## config.mk

```make
export PLATFORM = sky130hd
export DESIGN_NAME = mmi2c_ctrl
export DESIGN_NICKNAME = d
export VERILOG_FILES = /design/src/logic/mmi2c_pkg.sv /design/src/logic/mmi2c_ctrl.sv
export SDC_FILE = /design/constraint.sdc
export NUM_CORES = 1
export LEC_CHECK = 0
export BUFFER_PORTS_ARGS = -buffer_cell sky130_fd_sc_hd__buf_4
export CORE_MARGIN = 2
export CORE_UTILIZATION = 49
export DETAILED_ROUTE_END_ITERATION = 16
export MAX_ROUTING_LAYER = met4
export PLACE_DENSITY_LB_ADDON = 0.3
export SYNTH_ARGS = -nofsm -noshare
export SYNTH_HDL_FRONTEND = slang
export SYNTH_SLANG_ARGS = --single-unit
```

## constraint.sdc

```tcl
create_clock -name clk_sys -period 2.5 [get_ports clk_sys]
set_input_delay 0.5 -clock clk_sys [delete_from_list [all_inputs] [get_ports clk_sys]]
set_output_delay 0.5 -clock clk_sys [all_outputs]
set_load 0.03 [all_outputs]
```

## src/logic/mmi2c_pkg.sv

```systemverilog
/*
  Constants for the multi-master two-wire serial bus control block:
  register byte addresses, field positions, reset values, mode codes and
  prescaler divide ratios.
  Assumes a 32-bit APB master and the block clocked at 250 MHz.
*/
// Overview of operation
// - Control bit 7 enables acknowledge, reset zero
// - Acknowledge slot: transmitter releases, receiver drives low
// - Control bit 6 selects clock divide 16 or 512
// - Control bit 5 enables transfer interrupt, reset zero
// - Pending flag holds serial clock low, stalls bus
// - Pending write one ignored, zero clears and resumes
// - Pending on byte done, address match, arbitration loss
// - Status bits 7:6 select mode, reset slave receive
// - Status bit 5 reads bus busy
// - Status bit 5 write one starts, zero stops
// - Status bit 4 enables serial operation, reset zero
// - Status bit 3 flags lost arbitration
// - Status bit 2 flags own address match
// - Status bit 1 flags general call address
// - Status bit 0 holds last received bit
// - Own address writable only while serial disabled
// - Own address in bits 7:1, bit 0 unmapped
// - Data register writable only while serial enabled
// - Clock held low until data written or read
`default_nettype none
package mmi2c_pkg;
  localparam logic [31:0] ADDR_BUS_CONTROL  = 32'h5400_0000;
  localparam logic [31:0] ADDR_CTRL_STATUS  = 32'h5400_0004;
  localparam logic [31:0] ADDR_OWN_ADDRESS  = 32'h5400_0008;
  localparam logic [31:0] ADDR_SHIFT_DATA   = 32'h5400_000C;

  localparam int BC_ACK_EN   = 7;
  localparam int BC_SRC_SEL  = 6;
  localparam int BC_INT_EN   = 5;
  localparam int BC_PENDING  = 4;
  localparam int ST_BUSY     = 5;
  localparam int ST_ENABLE   = 4;

  localparam logic [1:0] MODE_SLAVE_RX  = 2'h0;
  localparam logic [1:0] MODE_SLAVE_TX  = 2'h1;
  localparam logic [1:0] MODE_MASTER_RX = 2'h2;
  localparam logic [1:0] MODE_MASTER_TX = 2'h3;

  localparam logic [3:0] ACK_SLOT        = 4'h8;
  localparam logic [3:0] LAST_DATA_BIT   = 4'h7;
  localparam logic [6:0] GENERAL_CALL    = 7'h00;

  localparam int          SRC_DIV_FAST  = 16;
  localparam int          SRC_DIV_SLOW  = 512;
  // Half ratios so the prescaler count marks half bit-clock periods
  localparam logic [7:0]  HALF_FAST_M1  = 8'(SRC_DIV_FAST / 2 - 1);
  localparam logic [7:0]  HALF_SLOW_M1  = 8'(SRC_DIV_SLOW / 2 - 1);

  localparam logic [31:0] DATA_ZERO     = 32'h0000_0000;

  typedef enum logic [2:0] {
    MMI2C_CG_IDLE,
    MMI2C_CG_START,
    MMI2C_CG_SETUP,
    MMI2C_CG_RUN,
    MMI2C_CG_STOP
  } mmi2c_cg_t;
endpackage : mmi2c_pkg
`default_nettype wire

```

## src/logic/mmi2c_ctrl.sv

```systemverilog
/*
  Multi-master two-wire serial bus interface: APB register slave, clock
  prescaler, master clock generator with start and stop, shared byte
  engine for master and slave, arbitration and address-match status.
  Assumes bus pins are already synchronous to clk_sys and that the
  pad resolves each open-drain pin from its active-low output enable.
*/
`timescale 1ns/1ns
`default_nettype none
module mmi2c_ctrl
  import mmi2c_pkg::*;
(
  input  wire logic        clk_sys,
  input  wire logic        arst_n,
  input  wire logic [31:0] paddr,
  input  wire logic        psel,
  input  wire logic        penable,
  input  wire logic        pwrite,
  input  wire logic [31:0] pwdata,
  output var  logic [31:0] prdata,
  output var  logic        pready,
  output var  logic        pslverr,
  input  wire logic        scl_in,
  output var  logic        scl_out,
  output var  logic        scl_oe_n,
  input  wire logic        sda_in,
  output var  logic        sda_out,
  output var  logic        sda_oe_n,
  output var  logic        irq
);

  function automatic logic hit(input logic [31:0] a, input logic [31:0] off);
    hit = (a == off);
  endfunction

  logic        ack_en;
  logic        src_slow;
  logic        int_en;
  logic        pending;
  logic [3:0]  prescale;
  logic [1:0]  mode;
  logic        busy;
  logic        ser_en;
  logic        arb_lost;
  logic        addr_match;
  logic        gen_call;
  logic        last_bit;
  logic [7:0]  own_addr;
  logic [7:0]  shift_data;
  logic        data_wait;
  logic        stop_req;
  logic        slave_sel;
  logic        addr_phase;
  logic        first_fall;
  logic [3:0]  bit_cnt;
  logic        scl_q;
  logic        sda_q;
  logic [7:0]  div_cnt;
  logic [3:0]  ps_cnt;
  mmi2c_cg_t   cg_state;
  logic        cg_scl_low;
  logic        cg_sda_low;

  logic        wr_acc;
  logic        rd_acc;
  logic        scl_rise;
  logic        scl_fall;
  logic        bit_fall;
  logic        start_det;
  logic        stop_det;
  logic        mastering;
  logic        engaged;
  logic        hold;
  logic        tx_role;
  logic        src_tick;
  logic        half_tick;
  logic        arb_evt;
  logic        byte_done;
  logic        addr_ok;
  logic        gc_ok;
  logic        master_go;
  logic        eng_sda_low;
  logic        next_scl_low;
  logic        next_sda_low;
  logic [31:0] next_prdata;

  assign wr_acc    = psel & penable & pready & pwrite;
  assign rd_acc    = psel & penable & pready & ~pwrite;
  assign scl_rise  = scl_in & ~scl_q;
  assign scl_fall  = ~scl_in & scl_q;
  // The clock fall that closes a start carries no bit and must not count
  assign bit_fall  = scl_fall & ~first_fall;
  assign start_det = scl_in & scl_q & sda_q & ~sda_in;
  assign stop_det  = scl_in & scl_q & ~sda_q & sda_in;
  assign mastering = (cg_state != MMI2C_CG_IDLE);
  assign engaged   = ser_en & (mastering | slave_sel);
  assign hold      = pending | data_wait;
  // Address byte always goes out from the master, whatever its mode says
  assign tx_role   = mastering ? (addr_phase | mode[0]) : (~addr_phase & mode[0]);
  assign byte_done = bit_fall & (bit_cnt == ACK_SLOT) & engaged;
  assign addr_ok   = (shift_data[7:1] == own_addr[7:1]);
  assign gc_ok     = (shift_data[7:1] == GENERAL_CALL);
  // A lost bit is a one we released that the bus reads as zero
  assign arb_evt   = mastering & tx_role & scl_rise & (bit_cnt < ACK_SLOT)
                   & shift_data[7] & ~sda_in;
  assign master_go = wr_acc & hit(paddr, ADDR_CTRL_STATUS) & pwdata[ST_BUSY]
                   & pwdata[7] & pwdata[ST_ENABLE] & ~mastering;

  // Prescaler: source divide 16 or 512, then prescale+1, in half periods
  assign src_tick  = (div_cnt == (src_slow ? HALF_SLOW_M1 : HALF_FAST_M1));
  assign half_tick = src_tick & (ps_cnt == prescale);

  always_ff @(posedge clk_sys or negedge arst_n) begin
    if (!arst_n) begin
      div_cnt <= 8'h00;
      ps_cnt  <= 4'h0;
    end else if (!mastering || src_tick) begin
      div_cnt <= 8'h00;
      if (!mastering || half_tick) begin
        ps_cnt <= 4'h0;
      end else begin
        ps_cnt <= ps_cnt + 4'h1;
      end
    end else begin
      div_cnt <= div_cnt + 8'h01;
    end
  end

  // APB answers in the first access cycle; unmapped addresses get pslverr
  always_ff @(posedge clk_sys or negedge arst_n) begin
    if (!arst_n) begin
      pready  <= 1'b0;
      pslverr <= 1'b0;
      prdata  <= DATA_ZERO;
    end else begin
      pready  <= psel & ~penable;
      pslverr <= psel & ~penable & ~(hit(paddr, ADDR_BUS_CONTROL)
               | hit(paddr, ADDR_CTRL_STATUS) | hit(paddr, ADDR_OWN_ADDRESS)
               | hit(paddr, ADDR_SHIFT_DATA));
      prdata  <= next_prdata;
    end
  end

  always_comb begin
    next_prdata = DATA_ZERO;
    if (psel && !penable) begin
      if (hit(paddr, ADDR_BUS_CONTROL)) begin
        next_prdata[7:0] = {ack_en, src_slow, int_en, pending, prescale};
      end else if (hit(paddr, ADDR_CTRL_STATUS)) begin
        next_prdata[7:0] = {mode, busy, ser_en, arb_lost, addr_match,
                            gen_call, last_bit};
      end else if (hit(paddr, ADDR_OWN_ADDRESS)) begin
        next_prdata[7:0] = {own_addr[7:1], 1'b0};
      end else if (hit(paddr, ADDR_SHIFT_DATA)) begin
        next_prdata[7:0] = shift_data;
      end else begin
        next_prdata = DATA_ZERO;
      end
    end
  end

  // Control register; prescale has no reset value of its own
  always_ff @(posedge clk_sys or negedge arst_n) begin
    if (!arst_n) begin
      ack_en   <= 1'b0;
      src_slow <= 1'b0;
      int_en   <= 1'b0;
    end else if (wr_acc && hit(paddr, ADDR_BUS_CONTROL)) begin
      ack_en   <= pwdata[BC_ACK_EN];
      src_slow <= pwdata[BC_SRC_SEL];
      int_en   <= pwdata[BC_INT_EN];
    end
  end

  always_ff @(posedge clk_sys) begin
    if (wr_acc && hit(paddr, ADDR_BUS_CONTROL)) begin
      prescale <= pwdata[3:0];
    end
  end

  // Pending: hardware set wins over a software clear in the same cycle
  always_ff @(posedge clk_sys or negedge arst_n) begin
    if (!arst_n) begin
      pending <= 1'b0;
    end else if (byte_done || arb_evt) begin
      pending <= 1'b1;
    end else if (wr_acc && hit(paddr, ADDR_BUS_CONTROL) && !pwdata[BC_PENDING]) begin
      pending <= 1'b0;
    end
  end

  always_ff @(posedge clk_sys or negedge arst_n) begin
    if (!arst_n) begin
      irq <= 1'b0;
    end else begin
      irq <= pending & int_en;
    end
  end

  // Stall after each byte until software touches the data register
  always_ff @(posedge clk_sys or negedge arst_n) begin
    if (!arst_n) begin
      data_wait <= 1'b0;
    end else if (byte_done) begin
      data_wait <= 1'b1;
    end else if ((wr_acc || rd_acc) && hit(paddr, ADDR_SHIFT_DATA)) begin
      data_wait <= 1'b0;
    end else if (!ser_en) begin
      data_wait <= 1'b0;
    end
  end

  // Mode and enable; hardware moves the mode on address or lost arbitration
  always_ff @(posedge clk_sys or negedge arst_n) begin
    if (!arst_n) begin
      mode   <= MODE_SLAVE_RX;
      ser_en <= 1'b0;
    end else if (arb_evt) begin
      mode <= MODE_SLAVE_RX;
    end else if (byte_done && addr_phase && !mastering && addr_ok) begin
      mode <= shift_data[0] ? MODE_SLAVE_TX : MODE_SLAVE_RX;
    end else if (wr_acc && hit(paddr, ADDR_CTRL_STATUS)) begin
      mode   <= pwdata[7:6];
      ser_en <= pwdata[ST_ENABLE];
    end
  end

  always_ff @(posedge clk_sys or negedge arst_n) begin
    if (!arst_n) begin
      stop_req <= 1'b0;
    end else if (!mastering) begin
      stop_req <= 1'b0;
    end else if (wr_acc && hit(paddr, ADDR_CTRL_STATUS) && !pwdata[ST_BUSY]) begin
      stop_req <= 1'b1;
    end
  end

  // Own address: no reset value, frozen while serial is enabled
  always_ff @(posedge clk_sys) begin
    if (wr_acc && hit(paddr, ADDR_OWN_ADDRESS) && !ser_en) begin
      own_addr <= pwdata[7:0];
    end
  end

  // Bus monitor: busy between a start and a stop from any master
  always_ff @(posedge clk_sys or negedge arst_n) begin
    if (!arst_n) begin
      scl_q <= 1'b1;
      sda_q <= 1'b1;
      busy  <= 1'b0;
    end else begin
      scl_q <= scl_in;
      sda_q <= sda_in;
      if (start_det) begin
        busy <= 1'b1;
      end else if (stop_det) begin
        busy <= 1'b0;
      end
    end
  end

  // Status flags set by the bus; match flags cleared by start or stop, arb_lost by a start request
  always_ff @(posedge clk_sys or negedge arst_n) begin
    if (!arst_n) begin
      addr_match <= 1'b0;
      gen_call   <= 1'b0;
      last_bit   <= 1'b0;
      arb_lost   <= 1'b0;
    end else begin
      if (byte_done && addr_phase && !mastering && addr_ok) begin
        addr_match <= 1'b1;
      end else if (start_det || stop_det) begin
        addr_match <= 1'b0;
      end
      if (byte_done && addr_phase && !mastering && gc_ok) begin
        gen_call <= 1'b1;
      end else if (start_det || stop_det) begin
        gen_call <= 1'b0;
      end
      if (scl_rise && engaged && bit_cnt == ACK_SLOT) begin
        last_bit <= sda_in;
      end
      if (arb_evt) begin
        arb_lost <= 1'b1;
      end else if (master_go) begin
        arb_lost <= 1'b0;
      end
    end
  end

  // Byte engine: bit count, address phase and slave selection
  always_ff @(posedge clk_sys or negedge arst_n) begin
    if (!arst_n) begin
      bit_cnt    <= 4'h0;
      addr_phase <= 1'b0;
      slave_sel  <= 1'b0;
      first_fall <= 1'b0;
    end else if (!ser_en || stop_det) begin
      bit_cnt    <= 4'h0;
      addr_phase <= 1'b0;
      slave_sel  <= 1'b0;
      first_fall <= 1'b0;
    end else if (start_det) begin
      bit_cnt    <= 4'h0;
      addr_phase <= 1'b1;
      slave_sel  <= ~mastering;
      first_fall <= 1'b1;
    end else if (arb_evt) begin
      slave_sel  <= 1'b0;
    end else if (scl_fall && first_fall) begin
      first_fall <= 1'b0;
    end else if (scl_fall) begin
      if (bit_cnt == ACK_SLOT) begin
        bit_cnt    <= 4'h0;
        addr_phase <= 1'b0;
      end else begin
        bit_cnt <= bit_cnt + 4'h1;
      end
      // An unmatched slave drops out before the acknowledge slot
      if (bit_cnt == LAST_DATA_BIT && addr_phase && !mastering
          && !addr_ok && !gc_ok) begin
        slave_sel <= 1'b0;
      end
    end
  end

  // Shift register: software load while enabled, bus shifts on clock edges
  always_ff @(posedge clk_sys) begin
    if (wr_acc && hit(paddr, ADDR_SHIFT_DATA) && ser_en) begin
      shift_data <= pwdata[7:0];
    end else if (engaged && bit_cnt < ACK_SLOT) begin
      if (scl_rise && !tx_role) begin
        shift_data <= {shift_data[6:0], sda_in};
      end else if (bit_fall && tx_role && bit_cnt != LAST_DATA_BIT) begin
        shift_data <= {shift_data[6:0], 1'b0};
      end
    end
  end

  // Master clock generator: start, free bit clock, stop
  always_ff @(posedge clk_sys or negedge arst_n) begin
    if (!arst_n) begin
      cg_state   <= MMI2C_CG_IDLE;
      cg_scl_low <= 1'b0;
      cg_sda_low <= 1'b0;
    end else begin
      case (cg_state)
        MMI2C_CG_IDLE: begin
          cg_scl_low <= 1'b0;
          cg_sda_low <= 1'b0;
          if (master_go) begin
            cg_state <= MMI2C_CG_START;
          end
        end
        MMI2C_CG_START: begin
          if (!ser_en) begin
            cg_state <= MMI2C_CG_IDLE;
          end else if (half_tick) begin
            cg_sda_low <= 1'b1;
            cg_state   <= MMI2C_CG_SETUP;
          end
        end
        MMI2C_CG_SETUP: begin
          if (half_tick) begin
            cg_scl_low <= 1'b1;
            cg_state   <= MMI2C_CG_RUN;
          end
        end
        MMI2C_CG_RUN: begin
          if (arb_evt || !ser_en) begin
            cg_state <= MMI2C_CG_IDLE;
          end else if (cg_scl_low) begin
            if (half_tick && !hold) begin
              if (stop_req && bit_cnt == 4'h0) begin
                cg_sda_low <= 1'b1;
                cg_state   <= MMI2C_CG_STOP;
              end else begin
                cg_scl_low <= 1'b0;
              end
            end
          end else if (half_tick && scl_in) begin
            // High half only counts once a stretching slave lets go
            cg_scl_low <= 1'b1;
          end
        end
        MMI2C_CG_STOP: begin
          if (half_tick) begin
            if (cg_scl_low) begin
              cg_scl_low <= 1'b0;
            end else begin
              cg_sda_low <= 1'b0;
              cg_state   <= MMI2C_CG_IDLE;
            end
          end
        end
        default: begin
          cg_state <= MMI2C_CG_IDLE;
        end
      endcase
    end
  end

  // Data line from the engine: data bits when sending, acknowledge when receiving
  always_comb begin
    eng_sda_low = 1'b0;
    if (engaged) begin
      if (bit_cnt < ACK_SLOT) begin
        eng_sda_low = tx_role & ~shift_data[7];
      end else begin
        eng_sda_low = ~tx_role & ack_en;
      end
    end
  end

  always_comb begin
    next_scl_low = ser_en & ((cg_state != MMI2C_CG_IDLE & cg_scl_low)
                 | (engaged & hold));
    if (cg_state == MMI2C_CG_START || cg_state == MMI2C_CG_SETUP
        || cg_state == MMI2C_CG_STOP) begin
      next_sda_low = ser_en & cg_sda_low;
    end else begin
      next_sda_low = ser_en & eng_sda_low & ~arb_evt;
    end
  end

  // Open-drain pads: output level is always low, the enable does the work
  always_ff @(posedge clk_sys or negedge arst_n) begin
    if (!arst_n) begin
      scl_oe_n <= 1'b1;
      sda_oe_n <= 1'b1;
      scl_out  <= 1'b0;
      sda_out  <= 1'b0;
    end else begin
      scl_oe_n <= ~next_scl_low;
      sda_oe_n <= ~next_sda_low;
      scl_out  <= 1'b0;
      sda_out  <= 1'b0;
    end
  end

endmodule // mmi2c_ctrl
`default_nettype wire

```

; ---- After elaboration in Yosys (flattened, before gate mapping)
; Cells that the tools add are included.
[word_totals]
regBits = 97
input_bits = 71
word_cells = 288
[classes]
addsub = 3
magnitude_cmp = 1
n_eq_ne = 33
muxes = 83
bitwise_logic = 61
reduce_logical = 74
[ops]
columns = cell, count
row1 = $eq 32x31->1 const B, 4
row2 = $mux 8, 11
row3 = $mux 1, 49
row4 = $and 1x1->1, 38
row5 = $mux 3, 10
row6 = $logic_and 1x1->1, 28
row7 = $mux 4, 7
row8 = $ne 2x2->1 const B, 10
row9 = $reduce_bool 3->1, 6
row10 = $not 1->1, 16
row11 = $reduce_bool 4->1, 4
row12 = $ne 3x3->1 const B, 5
row13 = $pmux 3 s5, 1
row14 = $reduce_bool 2->1, 6
row15 = $logic_not 1->1, 9
row16 = $logic_or 1x1->1, 9
row17 = $reduce_and 3->1, 3
row18 = $reduce_and 9->1, 1
row19 = $add 4x1->4 const B, 2
row20 = $add 8x1->8 const B, 1
row21 = $eq 8x8->1, 1
row22 = $pmux 1 s4, 2
row23 = $reduce_and 4->1, 2
row24 = $reduce_and 8->1, 1
row25 = other kinds (19), 29

; ---- Depth between registers and ports, before layout
; Gate-level depths: netlist of the first run.
[depth]
depth_word = 12
ltp_mapped = 8
ltp_nobuf = 7

; ---- Worst setup path before layout of the first run
; No wires, ideal clock.
[synth_timing]
path_kind = input to register
from = input paddr[18]
to = register own_addr[1] (enable)
arrival_time_ns = 2.192
required_ns = 2.110
path_slack_ns = -0.082
stages = 4
path_buffers = 0
cell_sequence = or4_4 > nor3_4 > nand4_4 > nor4_1
[synth_via]
elab_chain_len = 3
[synth_rtl]
columns = element, line_no
row1 = start: declaration, mmi2c_ctrl.sv:15  ; input wire logic [31:0] paddr,
row2 = $eq 32x31->1, mmi2c_ctrl.sv:33  ; hit = (a == off);
row3 = $logic_and 1x1->1 (2 in series), mmi2c_ctrl.sv:240  ; if (wr_acc && hit(paddr, ADDR_OWN_ADDRESS) && !ser_en) begin
row4 = end signal: assignment, mmi2c_ctrl.sv:241  ; own_addr <= pwdata[7:0];
row5 = end: declaration, mmi2c_ctrl.sv:48  ; logic [7:0] own_addr;
; Every way passes these cells.
; A chain may end at the register's enable or synchronous reset.

; ---- Worst setup path after layout of the first run
[layout_timing]
from = register div_cnt[4]
to = register cg_state[1]
[layout_via]
elab_chain_len = 5
[layout_rtl]
columns = element, line_no
row1 = start: declaration, mmi2c_ctrl.sv:58  ; logic [7:0] div_cnt;
row2 = start signal: assignment, mmi2c_ctrl.sv:125  ; div_cnt <= div_cnt + 8'h01;
row3 = $eq 8x8->1 *, mmi2c_ctrl.sv:110  ; assign src_tick = (div_cnt == (src_slow ? HALF_SLOW_M1 : HALF_FAST_M1));
row4 = $and 1x1->1 *, mmi2c_ctrl.sv:111  ; assign half_tick = src_tick & (ps_cnt == prescale);
row5 = $logic_and 1x1->1, mmi2c_ctrl.sv:373  ; if (half_tick && !hold) begin
row6 = $ne 3x3->1 (no line), -
row7 = $reduce_and 8->1 (no line) *, -
row8 = end signal: assignment, mmi2c_ctrl.sv:371  ; cg_state <= MMI2C_CG_IDLE;
row9 = end signal: assignment, mmi2c_ctrl.sv:376  ; cg_state <= MMI2C_CG_STOP;
row10 = end signal: assignment, mmi2c_ctrl.sv:392  ; cg_state <= MMI2C_CG_IDLE;
row11 = end: declaration, mmi2c_ctrl.sv:60  ; mmi2c_cg_t cg_state;
; Every way passes the cells marked *; elsewhere a longest branch is shown, timed or not.

==> results.md, run 1 <==
* sum of met3 wire segment lengths after detailed routing: 679 µm
* antenna diode count: 0
* worst ir drop on vdd: 0.403 mV
* reported leakage power: 2.16 nW
* Clock Tree Root: clkbuf_8
* number of synthesized register bits: 72
* # IOs: 110
* area of the die: 0.00883 mm²
* actual slew at the worst max-slew pin: 0.669 ns
* Max-slew headroom: 55.4%
* number of unique standard cell types used by synthesis: 65
* CTS tree: built
* vias in the first global route: 3,015
* class of the most critical setup path: register to register
* Critical Path Max Stage Delay: 0.57 ns
* unrepaired setup endpoints after global routing: false
* Cells after DPL: 553
* maximum number of buffers from clock root to sink: 2
* Area Overhead vs Synth: 20.8%
* Max Clk Rate: 427 MHz
* ordered cell list for the critical path: or4_1, nor4_4, o2111ai_1, o21a_1, o31ai_1, o31ai_1
* Final Non-Filler Cells: 569
* global-route usage over all layers: 22.8%
* period utilization: 93.8%
* detailed-routing wirelength on met1: 3910 µm
* post-route setup slack: 0.156 ns
* layout cell share with drive strength beyond 1: 24.4%
* number of synthesis warnings: 0
* EDFF count, synth: 19
* Final Critical Period: 2.34 ns
* HPWL after detailed placement: 6700 µm
* most common flop cell mapped by yosys: dfrtp_1
* share of flip-flops with an asynchronous set or reset after synthesis: 73.6%
* mean instance size in the synthesized netlist: 10.2 µm²
* post-synth design cell area: 0.00397 mm²
* total clock sinks: 72
* setup violation total in the final timing report: 0
* Via density: 5.59
* number of failing hold endpoints at the final stage: 0
* detail-routed net length per standard cell: 16.3 µm
* min-delay worst type: input port to asynchronous set/reset pin
* total clock buffers created by CTS: 9
* largest area contributor in the synthesized netlist: dfrtp_1
* Post-route DRC: 0
* total of max-cap violations: 0
* clock-pin transition on the worst setup and hold timing paths: 0.08 ns
* die extent in y: 94.0 µm
* ANT nets after route: 0
* number of detailed-route iterations in the first pass: 5
* share of Yosys cell area claimed by the top area cell type: 30.9%
* CP bufs+invs: 0
* initial antenna violation count: 0
* Final Hold Slack: 0.173 ns
* number of nets in the final layout: 537
* critical-path cell with the highest stage delay: or4_1
* main area contributors after synthesis: dfrtp_1, edfxtp_1, buf_4
* Worst Path Max Fanout: 5
* effective utilization at floorplan: 51.1%
* Top Layer Used: met4
* most frequently used cell type in the post-synthesis netlist: dfrtp_1
* sum of routed wire length over all layers: 9250 µm
* result of the run: finished clean
* top cells by count, synth: dfrtp_1, nor2_1, nand2_1
* final RePlAce weighted congestion: 0.910
* crit end category: register
* number of buffers inserted for hold repair after clock tree synthesis: 0
* total power per unit cell area: 532 mW/mm²
* vias post-DR: 3,182
* Top delay family on crit path: simple AND/OR/NAND/NOR gates
* Port-buffer cells: 59
* row count: 32
* die width: 94.0 µm
* most frequent cell on the critical path: o31ai_1
* maximum number of pins on one net before global-route repair: 54
* htree depth: 3
* violation count after the first detailed-routing iteration: 290
* Worst Path Arrival: 2.58 ns
* clock latency of the later-clocked register in the worst-skew pair: 0.36 ns
* area of the placeable core: 0.00777 mm²
* GR Overflow Total: 0
* Pins Over Slew Limit: 0
* Critical Path RT: 2.73 ns
* Design Area, Final: 0.00479 mm²
* worst slack at placement: -0.142 ns
* Worst setup SP type: register
* met2 routed WL: 4540 µm
* wire length of the first global-routing pass: 14,900 µm
* Syn Inst Count: 388
* sequential share of the synthesized area: 47.9%
* Placed Area: 0.00454 mm²
* worst clock skew: 0.00903 ns
[layout make-up]
class	count	area [µm²]
Timing Repair Buffer	76	596
Multi-Input combinational cell	294	1890
Tap cell	102	128
Fill cell	663	2970
Inverter	9	33.8
Clock buffer	9	124
Clock inverter	7	119
Sequential cell	72	1900
[worst register-to-register path, cell delays in order, from the launching register on]
cell and delay [ns]:
dfrtp_1 0.44, or4_1 0.58, nor4_4 0.37, o2111ai_1 0.27
o21a_1 0.26, o31ai_1 0.20, o31ai_1 0.12
[where the power goes]
part	total, mW	leakage [nW]	switching [mW]	internal, mW
Clock	1.13	0.117	0.463	0.664
Sequential	1.22	0.885	0.00830	1.21
Combinational	0.200	1.16	0.130	0.0703
Total	2.55	2.16	0.601	1.95
[layout by cell type (no fill, tap or decap), types with 5 or more instances in the layout]
master,instances
a21oi_1,23
buf_4,74
clkbuf_8,9
conb_1,26
dfrtp_1,49
edfxtp_1,19
inv_1,9
mux2_2,7
mux2i_1,8
nand2_1,28
nand2b_1,8
nand3_1,11
nor2_1,43
nor2b_1,5
nor4_1,6
o211a_1,8
o21ai_0,13
o31ai_1,5
xnor2_1,10
xor2_1,11
[final timing paths]
| path | start | end | slack [ns] | cells past startpoint |
|---|---|---|---|---|
| min reg2reg | div_cnt[0] | div_cnt[0] | 0.47 | 1 |
| max | div_cnt[4] | cg_state[1] | 0.16 | 6 |
| max in group asynchronous | arst_n | prdata[5] | 1.88 | 1 |
| min in group clk_sys | sda_in | sda_q | 0.29 | 1 |
| min | arst_n | cg_state[1] | 0.17 | 1 |
| max reg2reg | div_cnt[4] | cg_state[1] | 0.16 | 6 |
[per-stage QoR]
| step | TNS, ns | total power [mW] | util [%] |
|---|---|---|---|
| floorplan | 0 | 1.37 | - |
| global placement | -0.725 | 1.44 | 58.5 |
| detailed placement | -1.14 | 1.44 | 58.5 |
| CTS | 0 | 2.56 | 61.6 |
| global route | 0 | 2.63 | 61.7 |
| finish | 0 | 2.55 | 61.7 |
[flip-flops by register name, indices dropped and copies added (netlist names), 2 cells and up]
signal and cells:
own_addr 7, shift_data 8, prescale 4, mode 2
div_cnt 8, prdata 8, cg_state 3, bit_cnt 4
ps_cnt 4
[repair_timing]
item / CTS / global route
setup endpoints to repair: 0 / 1
gates resized for setup: 0 / 1
buffers inserted: 0 / 0
[layer usage]
layer	global-route usage (%)	vias up
met1	29.5	1539
met2	36.2	130
met3	5.38	12
li1	-	1501
met5	-	-
met4	6.64	0
[cells by family (layout without fill, tap and decap cells)]
group	count (synthesis)	after routing	share of synthesized area [%]
simple gates	143	143	20.0
compound gates	80	80	13.5
flops	72	72	47.9
buf+inv	47	101	7.13
xor+xnor	21	21	4.64
mux	19	19	5.14
fa+ha+maj	5	5	1.51
other cells	1	26	0.0945
Note: power is estimated with default switching activity, not from simulation.
==> run 2, diff against run 1 <==
clock period = 2.7 ns   (was 2.5 ns; I/O delays follow)
==> run 2 against run 1 <==
Routed wire length shrank 5.3%. Final cell count shrank 1.6%. Global-route usage fell by 0.87 points. Clock power is 21% lower. Worst setup slack improved by 0.14 ns. Final area shrank 2.7%. Combinational power down 9%. Die area stayed put. Register-to-register slack better by 0.14 ns. Fmax down 2.4%. Largest cell class unchanged. Highest routed layer unchanged.
==> results.md, run 2 (synthesized netlist as in run 1, its figures left out) <==
* result of the run: finished clean
* global-route usage over all layers: 22.0%, -0.87 points
* share of power burned in combinational logic: 8.3%, +0.5 points
* core occupancy in the finished layout: 60.1%, -1.7 points
* clock group share of total power: 40.5%, -3.7 points
* Max Clk Rate: 416 MHz, -2.4%
* Port-buffer cells: 59, unchanged
* htree depth: 3, unchanged
* Reg area: 0.00190 mm², unchanged
* final RePlAce weighted congestion: 0.874, -3.9%
* unrepaired setup endpoints after global routing: false
* actual slew at the worst max-slew pin: 0.672 ns, +0.00269 ns
* ANT nets after route: 0, unchanged
* layout cell share with drive strength beyond 1: 22.3%, -2.1 points
* Clock Tree Root: clkbuf_8
* Final Critical Period: 2.40 ns, +0.0571 ns
* sum of routed wire length over all layers: 8760 µm, -5.3%
* reported leakage power: 2.10 nW, -2.8%
* total power per unit cell area: 474 mW/mm², -11%
* setup violation total in the final timing report: 0, unchanged
* maximum number of buffers from clock root to sink: 2, unchanged
* net load switching power: 0.512 mW, -15%
* maximum number of pins on one net before global-route repair: 54, unchanged
* leading registers by flop count: div_cnt (8), prdata (8), shift_data (8)
* total clock sinks: 72, unchanged
* area of the die: 0.00883 mm², unchanged
* Pins Over Slew Limit: 0, unchanged
* period utilization: 88.9%, -4.8 points
* class of the most critical setup path: register to register
* number of failing hold endpoints at the final stage: 0, unchanged
* Area Overhead vs Synth: 17.6%
* clock-pin transition on the worst setup and hold timing paths: 0.08 ns, about the same
* number of nets in the final layout: 528, -1.7%
* die extent in y: 94.0 µm, unchanged
* Critical Path RT: 2.91 ns, +0.18 ns
* min-delay worst type: input port to asynchronous set/reset pin
* clock latency of the later-clocked register in the worst-skew pair: 0.34 ns, -0.02 ns
* GR Overflow Total: 0, unchanged
* buffers inserted by post-CTS timing repair: 0, unchanged
* worst clock skew: 0.00800 ns, -0.00103 ns
* number of inserted filler cells in the final layout: 672, +1.4%
* initial antenna violation count: 0, unchanged
* HPWL after detailed placement: 6510 µm, -2.8%
* total clock buffers created by CTS: 9, unchanged
* violation count after the first detailed-routing iteration: 204, -30%
* antenna diode count: 0, unchanged
* wire length of the first global-routing pass: 14,400 µm, -2.8%
* Critical Path Max Stage Delay: 0.56 ns, about the same
* CTS tree: built
* internal power consumption: 1.70 mW, -13%
* commonest cells after routing, fill and taps aside: buf_4, dfrtp_1, nor2_1
* effective utilization at floorplan: 51.1%, unchanged
* footprint of the multi-input gates: 0.00188 mm², -0.79%
* most common cell after layout, fill and taps aside: buf_4
* most frequent cell on the critical path: o31ai_1
* ordered cell list for the critical path: or4_1, nor4_2, o21ai_1, o21a_1, o31ai_1, o31ai_1
* vias post-DR: 3,019, -5.1%
* Post-route DRC: 0, unchanged
* Via density: 5.39, -3.6%
* area of the placeable core: 0.00777 mm², unchanged
* Worst Path Max Fanout: 7, +2
* Flop pwr share: 51.2%, +3.3 points
* Resized Gates After CTS: 0, unchanged
* Worst setup SP type: register
* Net Sw Frac: 23.2%, -0.40 points
* vias in the first global route: 2,887, -4.2%
* critical-path cell with the highest stage delay: or4_1
* Max-slew headroom: 55.2%, -0.18 points
* crit end category: register
* number of detailed-route iterations in the first pass: 4, -1
* # IOs: 110, unchanged
* die width: 94.0 µm, unchanged
* total of max-cap violations: 0, unchanged
* row count: 32, unchanged
* accumulated negative setup slack: 0 ns, unchanged
* worst ir drop on vdd: 0.474 mV, +18%
* detail-routed net length per standard cell: 15.6 µm, -3.8%
* number of buffers inserted for hold repair after clock tree synthesis: 0, unchanged
* Worst Path Arrival: 2.61 ns, +0.03 ns
run 2: per-stage QoR:
stage	worst slack (ns)	instances	hold slack [ns]	instance area [µm²]	power, mW
floorplan	0.0778	413	0.244	4060	1.27
global placement	0.0723	544	0.458	4460	1.33
detailed placement	0.0438	544	0.464	4460	1.34
CTS	0.313	560	0.247	4660	2.23
global route	0.0962	560	0.265	4660	2.29
finish	0.299	560	0.228	4660	2.21
run 2: critical path: cells and delay by family (launching register included):
| kind | cells | cell delay, ns |
|---|---|---|
| AND/OR/NAND/NOR | 2 | 0.95 |
| AO/OA/AOI/OAI | 4 | 0.86 |
| flip-flops | 1 | 0.44 |
run 2: final cells by class:
cell class                 count  share of cell area [%]
clock inverter                 2                   0.751
tap                          102                    2.74
multi-input combinational    294                    40.2
clock buffer                  14                    3.73
inverter                       9                   0.724
timing repair buffer          67                    11.1
sequential                    72                    40.8
run 2: power by group through the flow:
stage / Sequential [mW] / Combinational, mW / Clock (mW)
floorplan: 1.15 / 0.118 / 0
global placement: 1.15 / 0.180 / 0
detailed placement: 1.15 / 0.183 / 0
CTS: 1.13 / 0.183 / 0.911
global route: 1.13 / 0.199 / 0.962
finish: 1.13 / 0.183 / 0.895
run 2: routing by layer:
metal | share of wire, % | vias to the layer above | wire length (µm) | GRT usage [%]
met4 | 0.89 | 0 | 78 | 5.07
met5 | 0 | - | 0 | -
li1 | - | 1480 | - | -
met3 | 5.5 | 6 | 480 | 4.57
met2 | 49 | 77 | 4310 | 35.1
met1 | 44 | 1456 | 3890 | 29.2
run 2: final timing paths:
kind,slack [ns],to,cells past startpoint,startpoint
max,0.30,cg_state[1],6,div_cnt[3]
min,0.23,bit_cnt[0],1,arst_n
max reg2reg,0.30,cg_state[1],6,div_cnt[3]
min reg2reg,0.47,div_cnt[0],1,div_cnt[0]
max in group asynchronous,2.02,prdata[4],1,arst_n
min in group clk_sys,0.35,sda_q,1,sda_in
